<file path="src/logic/i2cmt_pkg.sv">
// Purpose: Shared constants and types of the I2C master transmit and event block
// Assumes: 200 MHz core clock, APB register access, one word per register
// Notes:   Bit positions follow the control and status byte layouts
package i2cmt_pkg;

  // Register byte addresses
  localparam logic [7:0] I2CMT_OFF_CTRL = 8'h00;
  localparam logic [7:0] I2CMT_OFF_SR1  = 8'h04;
  localparam logic [7:0] I2CMT_OFF_SR2  = 8'h08;
  localparam logic [7:0] I2CMT_OFF_DATA = 8'h0c;

  // Control byte fields
  localparam int unsigned I2CMT_CR_PE    = 5;
  localparam int unsigned I2CMT_CR_GENERAL_CALL_ENABLE  = 4;
  localparam int unsigned I2CMT_CR_START = 3;
  localparam int unsigned I2CMT_CR_ACK   = 2;
  localparam int unsigned I2CMT_CR_STOP  = 1;
  localparam int unsigned I2CMT_CR_ITE   = 0;
  localparam logic [7:0]  I2CMT_CTRL_RST = 8'h00;
  localparam logic [7:0]  I2CMT_BYTE_RST = 8'h00;

  // Byte framing
  localparam logic [2:0]  I2CMT_BIT_MSB  = 3'h7;
  localparam logic [2:0]  I2CMT_BIT_LSB  = 3'h0;
  localparam logic [3:0]  I2CMT_POS_LAST = 4'h9;
  localparam logic [3:0]  I2CMT_POS_ZERO = 4'h0;
  localparam logic [3:0]  I2CMT_POS_FIRST = 4'h1;
  localparam logic [4:0]  I2CMT_HDR10    = 5'h1e;

  // Address phase of a master transfer
  localparam logic [1:0]  I2CMT_PH_ADDR1 = 2'h0;
  localparam logic [1:0]  I2CMT_PH_ADDR2 = 2'h1;
  localparam logic [1:0]  I2CMT_PH_DATA  = 2'h2;

  // Timing: quarter of an SCL period in core cycles
  localparam int unsigned I2CMT_CLK_PERIOD_PS = 5000;
  localparam int unsigned I2CMT_SCL_PERIOD_NS = 10000;
  localparam int unsigned I2CMT_QTR_CYC =
    (I2CMT_SCL_PERIOD_NS * 1000) / (4 * I2CMT_CLK_PERIOD_PS);
  localparam int unsigned I2CMT_DIV_W = 12;

  // Master sequencer states
  typedef enum logic [12:0] {
    I2CMT_S_IDLE  = 13'h0001,
    I2CMT_S_START = 13'h0002,
    I2CMT_S_HOLD  = 13'h0004,
    I2CMT_S_BLO   = 13'h0008,
    I2CMT_S_BHI   = 13'h0010,
    I2CMT_S_ALO   = 13'h0020,
    I2CMT_S_AHI   = 13'h0040,
    I2CMT_S_NACK  = 13'h0080,
    I2CMT_S_RS    = 13'h0100,
    I2CMT_S_PLO   = 13'h0200,
    I2CMT_S_PHI   = 13'h0400,
    I2CMT_S_PEND  = 13'h0800,
    I2CMT_S_ERR   = 13'h1000
  } i2cmt_state_t;

endpackage : i2cmt_pkg

</file>
<file path="src/logic/i2cmt_line_sync.sv">
// Purpose: Synchronise SCL and SDA and find edges and bus conditions
// Assumes: Pins are asynchronous to clk_in
// Notes:   First flop of each chain feeds only the second flop
`timescale 1ns/1ps
module i2cmt_line_sync
  import i2cmt_pkg::*;
(
  input  wire logic clk_in,
  input  wire logic resetn_in,
  input  wire logic scl_in,
  input  wire logic sda_in,
  output logic      scl_out,
  output logic      sda_out,
  output logic      scl_rise_out,
  output logic      start_out,
  output logic      stop_out
);

  logic [1:0] scl_meta_q;
  logic [1:0] sda_meta_q;
  logic       scl_prev_q;
  logic       sda_prev_q;

  // Two-flop chains, idle bus reads high
  always_ff @(posedge clk_in or negedge resetn_in)
  begin
    if (!resetn_in)
    begin
      scl_meta_q <= 2'h3;
      sda_meta_q <= 2'h3;
      scl_prev_q <= 1'b1;
      sda_prev_q <= 1'b1;
    end
    else
    begin
      scl_meta_q <= {scl_meta_q[0], scl_in};
      sda_meta_q <= {sda_meta_q[0], sda_in};
      scl_prev_q <= scl_meta_q[1];
      sda_prev_q <= sda_meta_q[1];
    end
  end

  // Conditions: SDA moves while SCL stays high
  assign scl_out      = scl_meta_q[1];
  assign sda_out      = sda_meta_q[1];
  assign scl_rise_out = scl_meta_q[1] & ~scl_prev_q;
  assign start_out    = scl_meta_q[1] & scl_prev_q & sda_prev_q & ~sda_meta_q[1];
  assign stop_out     = scl_meta_q[1] & scl_prev_q & ~sda_prev_q & sda_meta_q[1];

endmodule : i2cmt_line_sync

</file>
<file path="src/logic/i2cmt_top.sv">
// Purpose: I2C master transmitter, stop generation, error and event flags, control byte
// Assumes: APB slave with zero wait states; halt and core mask come from the core clock
// Notes:   Address matching and receive sequencing live elsewhere; matching reports via inputs
//
// Chosen here: the APB register port and the register offsets.
`timescale 1ns/1ps
module i2cmt_top
  import i2cmt_pkg::*;
#(
  parameter int unsigned QTR_CYCLES = I2CMT_QTR_CYC
)
(
  input  wire logic        clk_in,
  input  wire logic        resetn_in,
  input  wire logic        psel_in,
  input  wire logic        penable_in,
  input  wire logic        pwrite_in,
  input  wire logic [7:0]  paddr_in,
  input  wire logic [31:0] pwdata_in,
  output logic      [31:0] prdata_out,
  output logic             pready_out,
  output logic             pslverr_out,
  input  wire logic        scl_in,
  output logic             scl_out,
  output logic             scl_oe_out,
  input  wire logic        sda_in,
  output logic             sda_out,
  output logic             sda_oe_out,
  input  wire logic        addr_match_in,
  input  wire logic        gc_match_in,
  input  wire logic        halt_in,
  input  wire logic        core_irq_masked_in,
  output logic             irq_out,
  output logic             alt_func_out
);

  i2cmt_state_t st_q, st_d;
  logic [7:0]  ctrl_q, data_q, shift_q;
  logic [2:0]  bit_q;
  logic [3:0]  pos_q;
  logic [1:0]  aph_q;
  logic [I2CMT_DIV_W-1:0] div_q;
  logic        ph_q, hdr_q, dr_full_q, sr1_seen_q, supp_q, busy_q, ms_q;
  logic        sb_q, header_sent_flag_q, btf_q, tra_q, addr_matched_flag_q, ev6_q, af_q, stop_detected_flag_q, arbitration_lost_flag_q, bus_error_flag_q, general_call_seen_q;
  logic        scl_oe_q, sda_oe_q, irq_q, pready_q, pslverr_q;
  logic [31:0] prdata_q;
  logic        scl_s, sda_s, scl_rise, start_det, stop_det;
  logic        ev_sb, ev_af, ev_arbitration_lost_flag, ev_ack, ev_done;

  i2cmt_line_sync u_sync (
    .clk_in       (clk_in),
    .resetn_in    (resetn_in),
    .scl_in       (scl_in),
    .sda_in       (sda_in),
    .scl_out      (scl_s),
    .sda_out      (sda_s),
    .scl_rise_out (scl_rise),
    .start_out    (start_det),
    .stop_out     (stop_det)
  );

  function automatic logic hit(input logic [7:0] a, input logic [7:0] off);
    hit = (a == off);
  endfunction : hit

  // APB decode; registers frozen in halt
  wire run     = ~halt_in;
  wire setup   = psel_in & ~penable_in;
  wire acc     = psel_in & penable_in & run;
  wire wr      = acc & pwrite_in;
  wire rd      = acc & ~pwrite_in;
  wire cr_wr   = wr & hit(paddr_in, I2CMT_OFF_CTRL);
  wire dr_wr   = wr & hit(paddr_in, I2CMT_OFF_DATA);
  wire dr_rd   = rd & hit(paddr_in, I2CMT_OFF_DATA);
  wire sr1_rd  = rd & hit(paddr_in, I2CMT_OFF_SR1);
  wire sr2_rd  = rd & hit(paddr_in, I2CMT_OFF_SR2);
  wire mapped  = hit(paddr_in, I2CMT_OFF_CTRL) | hit(paddr_in, I2CMT_OFF_SR1) |
                 hit(paddr_in, I2CMT_OFF_SR2) | hit(paddr_in, I2CMT_OFF_DATA);
  wire pe      = ctrl_q[I2CMT_CR_PE];
  wire start_b = ctrl_q[I2CMT_CR_START];
  wire stop_b  = ctrl_q[I2CMT_CR_STOP];
  wire irq_enable     = ctrl_q[I2CMT_CR_ITE];
  // Enable after this write; an enabling write must survive the disable clear
  wire       pe_drop   = cr_wr ? ~pwdata_in[I2CMT_CR_PE] : ~pe;
  // Only a disabling write from the enabled state may change stop
  wire [7:0] stop_keep = ((cr_wr && pe) ? pwdata_in[7:0] : ctrl_q) & (8'h01 << I2CMT_CR_STOP);

  // Event summary and hold sources
  wire event_flag      = sb_q | header_sent_flag_q | btf_q | addr_matched_flag_q | ev6_q | af_q | stop_detected_flag_q | arbitration_lost_flag_q | bus_error_flag_q;
  wire hold_f   = sb_q | header_sent_flag_q | btf_q | ev6_q;
  wire [7:0] sr1_v = {event_flag, header_sent_flag_q, tra_q, busy_q, btf_q, addr_matched_flag_q, ms_q, sb_q};
  wire [7:0] sr2_v = {3'h0, af_q, stop_detected_flag_q, arbitration_lost_flag_q, bus_error_flag_q, general_call_seen_q};
  wire [7:0] rmux  = hit(paddr_in, I2CMT_OFF_CTRL) ? ctrl_q :
                     hit(paddr_in, I2CMT_OFF_SR1)  ? sr1_v  :
                     hit(paddr_in, I2CMT_OFF_SR2)  ? sr2_v  :
                     hit(paddr_in, I2CMT_OFF_DATA) ? data_q : I2CMT_BYTE_RST;

  // Quarter-period tick; high phases wait for SCL really high
  wire qtick    = (div_q == I2CMT_DIV_W'(QTR_CYCLES - 1));
  wire hi_st    = (st_q == I2CMT_S_BHI) | (st_q == I2CMT_S_AHI) | (st_q == I2CMT_S_PHI);
  wire adv      = qtick & ph_q & (~hi_st | scl_s);
  wire own_cond = (st_q == I2CMT_S_START) | (st_q == I2CMT_S_RS) | (st_q == I2CMT_S_PLO) |
                  (st_q == I2CMT_S_PHI) | (st_q == I2CMT_S_PEND);
  wire misplace = (start_det | stop_det) & busy_q & ~own_cond & (pos_q != I2CMT_POS_ZERO);
  // first pulse of the 9-bit frame, no bus error
  wire first_pl = misplace & (pos_q == I2CMT_POS_FIRST) & scl_s;
  // later in the byte it is a bus error
  wire ev_bus_error_flag  = misplace & ~first_pl;
  // Header flag latched at load; by the time of the ack the shifter holds only the last data bit
  wire hdr_byte = hdr_q;
  wire stop_rel = cr_wr & ~pwdata_in[I2CMT_CR_STOP] & stop_b & btf_q & ~ms_q;

  // Master sequencer next state
  always_comb
  begin
    st_d    = st_q;
    ev_sb   = 1'b0;
    ev_af   = 1'b0;
    ev_arbitration_lost_flag = 1'b0;
    ev_ack  = 1'b0;
    ev_done = 1'b0;
    case (st_q)
      I2CMT_S_IDLE:
        // start from slave mode once bus free
        if (start_b && !busy_q) st_d = I2CMT_S_START;
      I2CMT_S_START:
        if (adv)
        begin
          st_d  = I2CMT_S_HOLD;
          ev_sb = 1'b1;
        end
      I2CMT_S_HOLD:
        // stop after the current start or byte
        if (stop_b) st_d = I2CMT_S_PLO;
        else if (start_b) st_d = I2CMT_S_RS;
        else if (!hold_f && dr_full_q) st_d = I2CMT_S_BLO;
      I2CMT_S_BLO:
        if (adv) st_d = I2CMT_S_BHI;
      I2CMT_S_BHI:
        if (adv)
        begin
          // released one but bus shows zero
          if (shift_q[7] && !sda_s)
          begin
            ev_arbitration_lost_flag = 1'b1;
            st_d    = I2CMT_S_IDLE;
          end
          else if (bit_q == I2CMT_BIT_LSB) st_d = I2CMT_S_ALO;
          else st_d = I2CMT_S_BLO;
        end
      I2CMT_S_ALO:
        if (adv) st_d = I2CMT_S_AHI;
      I2CMT_S_AHI:
      begin
        // nack keeps re-setting the flag during the ninth pulse
        ev_af = qtick & scl_s & sda_s;
        if (adv)
        begin
          ev_ack = ~sda_s;
          st_d   = sda_s ? I2CMT_S_NACK : (stop_b ? I2CMT_S_PLO : I2CMT_S_HOLD);
        end
      end
      I2CMT_S_NACK, I2CMT_S_ERR:
        // software resumes with start or stop
        if (stop_b) st_d = I2CMT_S_PLO;
        else if (start_b) st_d = I2CMT_S_RS;
      I2CMT_S_RS:
        if (adv) st_d = I2CMT_S_START;
      I2CMT_S_PLO:
        if (adv) st_d = I2CMT_S_PHI;
      I2CMT_S_PHI:
        if (adv) st_d = I2CMT_S_PEND;
      I2CMT_S_PEND:
        if (adv)
        begin
          st_d    = I2CMT_S_IDLE;
          ev_done = 1'b1;
        end
      default:
        st_d = I2CMT_S_IDLE;
    endcase
    // error leaves clock free, data line as it was
    if (ev_bus_error_flag && ms_q) st_d = I2CMT_S_ERR;
    if (!pe) st_d = I2CMT_S_IDLE;
  end

  // clock held low in hold state and for slave match
  wire scl_pull = (st_q == I2CMT_S_HOLD) | (st_q == I2CMT_S_BLO) | (st_q == I2CMT_S_ALO) |
                  (st_q == I2CMT_S_PLO) | (~ms_q & addr_matched_flag_q);
  wire sda_pull = (st_q == I2CMT_S_START) | (st_q == I2CMT_S_PLO) | (st_q == I2CMT_S_PHI) |
                  (((st_q == I2CMT_S_BLO) | (st_q == I2CMT_S_BHI)) & ~shift_q[7]) |
                  (((st_q == I2CMT_S_HOLD) | (st_q == I2CMT_S_ERR)) & sda_oe_q);

  // Divider, phase and state
  always_ff @(posedge clk_in or negedge resetn_in)
  begin
    if (!resetn_in)
    begin
      div_q <= '0;
      ph_q  <= 1'b0;
      st_q  <= I2CMT_S_IDLE;
    end
    else if (run)
    begin
      div_q <= qtick ? '0 : div_q + 1'b1;
      ph_q  <= (st_d != st_q) ? 1'b0 : (ph_q ^ (qtick & (~hi_st | scl_s)));
      st_q  <= st_d;
    end
  end

  // load byte from data register, shift out MSB first
  always_ff @(posedge clk_in or negedge resetn_in)
  begin
    if (!resetn_in)
    begin
      shift_q <= I2CMT_BYTE_RST;
      bit_q   <= I2CMT_BIT_MSB;
      hdr_q   <= 1'b0;
    end
    else if (run && st_q == I2CMT_S_HOLD && st_d == I2CMT_S_BLO)
    begin
      shift_q <= data_q;
      bit_q   <= I2CMT_BIT_MSB;
      hdr_q   <= (data_q[7:3] == I2CMT_HDR10);
    end
    else if (run && st_q == I2CMT_S_BHI && st_d == I2CMT_S_BLO)
    begin
      shift_q <= {shift_q[6:0], 1'b0};
      bit_q   <= bit_q - 1'b1;
    end
  end

  // Bus monitor: busy and pulse position in the 9-bit frame
  always_ff @(posedge clk_in or negedge resetn_in)
  begin
    if (!resetn_in)
    begin
      busy_q <= 1'b0;
      pos_q  <= I2CMT_POS_ZERO;
    end
    else if (run)
    begin
      if (start_det | stop_det) pos_q <= I2CMT_POS_ZERO;
      else if (scl_rise && busy_q)
        pos_q <= (pos_q == I2CMT_POS_LAST) ? I2CMT_POS_FIRST : pos_q + 1'b1;
      // busy drops on a misplaced condition, for software to poll
      if (stop_det | misplace | ~pe) busy_q <= 1'b0;
      else if (start_det) busy_q <= 1'b1;
    end
  end

  // Control byte
  always_ff @(posedge clk_in or negedge resetn_in)
  begin
    if (!resetn_in) ctrl_q <= I2CMT_CTRL_RST;
    else if (run)
    begin
      if (cr_wr)
      begin
        // first write with enable set takes only the enable
        if (!pe) ctrl_q[I2CMT_CR_PE] <= pwdata_in[I2CMT_CR_PE];
        else ctrl_q[5:0] <= pwdata_in[5:0];
      end
      if (ev_sb) ctrl_q[I2CMT_CR_START] <= 1'b0;
      // disabled clears all but stop; general call too
      if (pe_drop) ctrl_q <= stop_keep;
      // master clears stop after the stop is sent
      if (ev_done && ms_q) ctrl_q[I2CMT_CR_STOP] <= 1'b0;
      ctrl_q[7:6] <= 2'h0;
    end
  end

  // Data register and clearing-sequence tracking
  always_ff @(posedge clk_in or negedge resetn_in)
  begin
    if (!resetn_in)
    begin
      data_q     <= I2CMT_BYTE_RST;
      dr_full_q  <= 1'b0;
      sr1_seen_q <= 1'b0;
      supp_q     <= 1'b0;
    end
    else if (run)
    begin
      if (dr_wr) data_q <= pwdata_in[7:0];
      if (st_q == I2CMT_S_HOLD && st_d == I2CMT_S_BLO) dr_full_q <= 1'b0;
      else if (dr_wr) dr_full_q <= 1'b1;
      if (dr_wr | dr_rd | cr_wr) sr1_seen_q <= 1'b0;
      if (sr1_rd) sr1_seen_q <= 1'b1;
      // stop pulse release hides the next stop event
      if (stop_det) supp_q <= 1'b0;
      if (stop_rel) supp_q <= 1'b1;
      if (!pe)
      begin
        dr_full_q  <= 1'b0;
        sr1_seen_q <= 1'b0;
      end
    end
  end

  // Master mode and address phase
  always_ff @(posedge clk_in or negedge resetn_in)
  begin
    if (!resetn_in)
    begin
      ms_q  <= 1'b0;
      aph_q <= I2CMT_PH_ADDR1;
    end
    else if (run)
    begin
      if (st_q == I2CMT_S_START) aph_q <= I2CMT_PH_ADDR1;
      else if (ev_ack && aph_q != I2CMT_PH_DATA)
        aph_q <= (aph_q == I2CMT_PH_ADDR1 && hdr_byte) ? I2CMT_PH_ADDR2 : I2CMT_PH_DATA;
      // stop on the bus, or loss, returns to slave
      if (!pe || ev_arbitration_lost_flag || ev_done || (stop_det && !own_cond)) ms_q <= 1'b0;
      else if (st_q == I2CMT_S_START) ms_q <= 1'b1;
    end
  end

  // Event flags: clears first, then sets so an event wins; disable clears all last
  always_ff @(posedge clk_in or negedge resetn_in)
  begin
    if (!resetn_in)
      {sb_q, header_sent_flag_q, btf_q, tra_q, addr_matched_flag_q, ev6_q, af_q, stop_detected_flag_q, arbitration_lost_flag_q, bus_error_flag_q, general_call_seen_q} <= '0;
    else if (run)
    begin
      // start and header flags need status one then address write
      if (sr1_seen_q && dr_wr) {sb_q, header_sent_flag_q} <= 2'h0;
      // byte flag cleared by status one then matching data access
      if (sr1_seen_q && (tra_q ? dr_wr : dr_rd) || stop_rel) {btf_q, tra_q} <= 2'h0;
      // address-complete cleared by status one then control write
      if (sr1_seen_q && cr_wr) ev6_q <= 1'b0;
      if (sr1_rd) addr_matched_flag_q <= 1'b0;
      // slave nack failure cleared by status one read
      if (sr1_rd && !ms_q) af_q <= 1'b0;
      // status two read clears the error and stop flags
      if (sr2_rd) {af_q, stop_detected_flag_q, arbitration_lost_flag_q, bus_error_flag_q} <= 4'h0;
      if (stop_det) general_call_seen_q <= 1'b0;
      if (ev_arbitration_lost_flag || (stop_det && !own_cond)) tra_q <= 1'b0;
      if (ev_sb) sb_q <= 1'b1;
      if (ev_ack && aph_q == I2CMT_PH_ADDR1 && hdr_byte) header_sent_flag_q <= 1'b1;
      if (ev_ack && (aph_q == I2CMT_PH_ADDR2 || (aph_q == I2CMT_PH_ADDR1 && !hdr_byte))) ev6_q <= 1'b1;
      if (ev_ack && aph_q == I2CMT_PH_DATA) {btf_q, tra_q} <= 2'h3;
      if (ev_af) af_q <= 1'b1;
      if (ev_arbitration_lost_flag) arbitration_lost_flag_q <= 1'b1;
      if (ev_bus_error_flag) bus_error_flag_q <= 1'b1;
      if (addr_match_in && !ms_q) addr_matched_flag_q <= 1'b1;
      if (gc_match_in && ctrl_q[I2CMT_CR_GENERAL_CALL_ENABLE]) general_call_seen_q <= 1'b1;
      if (stop_det && !ms_q && !own_cond && busy_q && !supp_q) stop_detected_flag_q <= 1'b1;
      if (!pe)
        {sb_q, header_sent_flag_q, btf_q, tra_q, addr_matched_flag_q, ev6_q, af_q, stop_detected_flag_q, arbitration_lost_flag_q, bus_error_flag_q, general_call_seen_q} <= '0;
    end
  end

  // Registered outputs: pins, interrupt, APB answer
  always_ff @(posedge clk_in or negedge resetn_in)
  begin
    if (!resetn_in)
    begin
      {scl_oe_q, sda_oe_q, irq_q, pready_q, pslverr_q} <= 5'h0;
      prdata_q <= '0;
    end
    else
    begin
      pready_q <= 1'b1;
      if (run)
      begin
        scl_oe_q <= pe & scl_pull;
        sda_oe_q <= pe & sda_pull;
      end
      // one line, enable bit and core mask; wakes from wait only
      irq_q <= run & irq_enable & ~core_irq_masked_in & event_flag;
      if (setup)
      begin
        prdata_q  <= {24'h0, rmux};
        pslverr_q <= ~mapped;
      end
    end
  end

  assign scl_out      = 1'b0;
  assign sda_out      = 1'b0;
  assign scl_oe_out   = scl_oe_q;
  assign sda_oe_out   = sda_oe_q;
  assign irq_out      = irq_q;
  assign prdata_out   = prdata_q;
  assign pready_out   = pready_q;
  assign pslverr_out  = pslverr_q;
  assign alt_func_out = pe;
endmodule : i2cmt_top

</file>
<file path="config.mk">
export PLATFORM = sky130hd
export DESIGN_NAME = i2cmt_top
export DESIGN_NICKNAME = d
export VERILOG_FILES = /design/src/logic/i2cmt_pkg.sv /design/src/logic/i2cmt_line_sync.sv /design/src/logic/i2cmt_top.sv
export SDC_FILE = /design/constraint.sdc
export NUM_CORES = 1
export LEC_CHECK = 0
export BUFFER_PORTS_ARGS = -buffer_cell sky130_fd_sc_hd__buf_4
export CORE_MARGIN = 2
export CORE_UTILIZATION = 52
export DETAILED_ROUTE_END_ITERATION = 7
export PLACE_DENSITY = 0.77
export SETUP_SLACK_MARGIN = 0.3
export SYNTH_ARGS = -nofsm -noshare
export SYNTH_HDL_FRONTEND = slang
export SYNTH_SLANG_ARGS = --single-unit
</file>
<file path="constraint.sdc">
create_clock -name clk_in -period 3 [get_ports clk_in]
set_clock_uncertainty 0.15 [all_clocks]
set_input_delay 0.3 -clock clk_in [delete_from_list [all_inputs] [get_ports clk_in]]
set_output_delay 0.3 -clock clk_in [all_outputs]
set_load 0.05 [all_outputs]
</file>
==> key figures <==
Synthesis
  • Syn avg cell area: 8.71 sq um
  • Register area share after synthesis: 38.3%
  • Synth warnings: 0
  • Synth Cell Area: 6100 sq um
  • Share of the synthesized area in the top cell type: 34.0%
  • EDFF count, synth: 0
  • Top post-synthesis cells by area: dfrtp_1 (34%), nand2_1 (4.6%), o21ai_0 (4.3%)
  • Gate count of the mapped netlist: 701
  • Area leader, netlist: dfrtp_1
  • Synthesized flop and latch total: 93
  • Synth unique cells: 79
  • Async set-reset flop share out of synthesis: 100%
  • Top FF cell, synth: dfrtp_1

Placement
  • Post-detail-place hpwl: 14900 um
  • Total placed cells including tap cells: 950
  • Placed Area: 7160 sq um
  • Port buffer count: 40
  • Final GP Congestion: 0.982

Die
  • Num ports: 91
  • Core area: 11400 sq um
  • Die Span Y: 112 um
  • Rows: 39
  • Initial Util: 53.5%
  • Die Width: 112 um
  • Die area: 12600 sq um

Routing
  • Final antenna-violating net count: 0
  • Residual DRC: 0
  • Final wirelength: 20900 um
  • WL per Instance: 21.0 um
  • DRT Pass-1 Iters: 5
  • Via count: 6228
  • DR vias/cell: 6.24
  • Violation count after the first detailed-route iteration: 548

Final layout
  • # diodes: 0
  • Area Overhead vs Synth: 34.8%
  • Multi-input gate area: 3920 sq um
  • Layout cells sized above 1: 36.7%
  • Final Non-Filler Cells: 998
  • Fin area: 8230 sq um
  • Layout Nets: 907
  • Final core utilization: 72.1%
  • Reg area: 2350 sq um
  • Fillers: 846

Global route
  • Initial antenna violation count: 0
  • GR Overflow Total: 0
  • Largest net degree at the start of global routing: 60
  • Busiest layer in global routing: met2
  • Global-route wire length before repair: 32300 um
  • Met1 Use GR: 46.5%
  • Met2 Use GR: 50.9%
  • Number of global-route vias before repair: 5932
  • Global Route Usage Sum: 32.7%
  • Met3 Usage GRT: 7.40%

Critical path
  • Critical path required time: 3.08 ns
  • CP Max Fanout: 5
  • Startpoint types: register
  • Worst EP arrival: 3.18 ns
  • CP Class: reg -> reg
  • Crit path capture type: register

STA
  • Fin. Hold Viols: 0
  • Worst slew margin: 46.6%
  • Fmax achieved: 322 MHz
  • Setup TNS: -0.331 ns
  • Final setup vio count: 8
  • Final Max Slew Viols: 0
  • Worst-Margin Slew: 0.800 ns
  • Unrepaired setup endpoints after global routing: true
  • Period utilisation layout: 104%
  • Final worst slack: -0.108 ns
  • Tmin final: 3.11 ns

Status
  • Failing checks: negative setup slack
  • Status: finished, violations left

Run
  • # Max-Cap Violations: 0

Clocking
  • Longest Clk Path Bufs: 2
  • Num CTS Buffers: 9
  • CTS tree: done
  • Htree depth: 3
  • TritonCTS Sinks: 93
  • Clock Pin Slew Worst Setup and Hold Paths: 0.06 ns
  • Clock Latency Late Sink: 0.35 ns
  • Clock root buffer: clkbuf_16

Power
  • Pwr Total: 2.97 mW
  • VDD IR max: 549 uV
  • Leak: 3.70 nW
  • PD cells: 360 nW/um^2

Min path
  • Hold WC Path Type: in -> reg
-- worst paths after layout --
kind,startpoint,end,slack [ns],cells past startpoint
worst max-delay path,st_q[6],shift_q[4],-0.11,11
worst min-delay path,pwdata_in[7],data_q[7],0.008,3
worst max register to register,st_q[6],shift_q[4],-0.11,11
worst min register to register,u_sync.scl_meta_q[0],u_sync.scl_meta_q[1],0.21,0
max in group asynchronous,resetn_in,u_sync.scl_meta_q[0],1.47,3
min in group asynchronous,resetn_in,st_q[12],0.41,2
-- sequential cells by signal, indices dropped and copies added, names as in the netlist, 2 cells and up --
| register | count |
|---|---|
| u_sync.sda_meta_q | 2 |
| shift_q | 8 |
| div_q | 12 |
| st_q | 13 |
| ctrl_q | 6 |
| prdata_out | 8 |
| aph_q | 2 |
| data_q | 8 |
| u_sync.scl_meta_q | 2 |
| pos_q | 4 |
| bit_q | 3 |
-- synth_stat cells, types with 9 or more instances --
master,number
inv_1,19
dfrtp_1,83
nand2b_1,16
mux2_2,9
a21oi_1,24
buf_4,27
o21ai_0,53
xnor2_1,9
nor4_1,15
nor3_1,17
mux2i_1,10
nand4_1,17
xor2_1,9
dfstp_2,10
clkbuf_1,30
nand2_1,75
nand3_1,29
o31ai_1,12
nor2_1,69
-- worst max-delay path, cell delays in order, from the launching register on --
cell and delay, ns:
dfrtp_1 0.43, buf_6 0.14, or4_4 0.60, nor3_1 0.27
a311oi_2 0.14, nand4b_1 0.26, nand2b_4 0.11, a2111oi_4 0.23
buf_4 0.18, buf_8 0.13, mux2i_2 0.27, a21oi_2 0.08
-- layer usage --
metal,up-vias,routed length [um]
li1,2798,-
met1,3061,8840
met2,309,9660
met3,60,1840
met4,0,592
met5,-,0
-- stage by stage --
stage	setup slack (ns)	hold slack, ns
floorplan	0.201	-0.146
global placement	-0.0398	0.197
detailed placement	-0.145	0.201
CTS	-0.00237	0.00466
global route	-0.186	0.0482
finish	-0.108	0.00835
-- area by class of cell --
cell class	count	share of cell area, %
clock buffer	13	2.92
clock inverter	3	0.274
inverter	19	0.866
multi-input combinational	545	47.6
sequential	93	28.5
tap	143	2.17
timing repair buffer	182	17.7
-- kinds of logic after synthesis --
family / count (synthesis) / synth area share [%]
AO/OA/AOI/OAI: 164 / 17.7
XOR/XNOR: 18 / 2.58
adder cells (fa/ha/maj): 6 / 1.23
buffers and inverters: 89 / 7.67
flip-flops: 93 / 38.3
multiplexers: 25 / 5.33
other: 2 / 0.123
AND/OR/NAND/NOR: 304 / 27.0
-- power breakdown --
group	leakage [nW]	switching, mW	total (mW)	internal (mW)
clock	0.128	0.477	1.04	0.565
sequential	1.20	0.0902	1.42	1.33
combinational	2.37	0.308	0.500	0.192
total	3.70	0.876	2.97	2.09
-- cell usage in the layout (no fill, tap or decap), types with 6 or more instances in the layout --
cell       Yosys  routed
buf_4         27     159
dfrtp_1       83      76
nand2_1       75      72
nor2_1        69      60
o21ai_0       53      46
conb_1         2      27
nand3_1       29      24
inv_1         19      19
a21oi_1       24      19
nand4_1       17      17
buf_6          3      17
nand2b_1      16      14
nor3_1        17      13
nor4_1        15      11
o31ai_1       12      11
dfstp_2       10      10
nor2_2         2       9
nor4_4         1       9
xor2_1         9       9
mux2_2         9       9
clkbuf_16      0       9
a21o_1         8       7
o21ai_1        4       7
xnor2_1        9       7
a22oi_1        8       7
dfrtp_2        0       7
mux2i_1       10       6
ha_1           6       6
-- what timing repair did --
item                       4_1_cts  5_1_grt
pin swaps                       20       27
resized for setup               52       70
hold buffers                     4        0
hold endpoints to repair        54        0
setup buffers                   17        9
cloned                           2        0
setup endpoints to repair       22       31
Note: power is estimated with default switching activity, not from simulation.
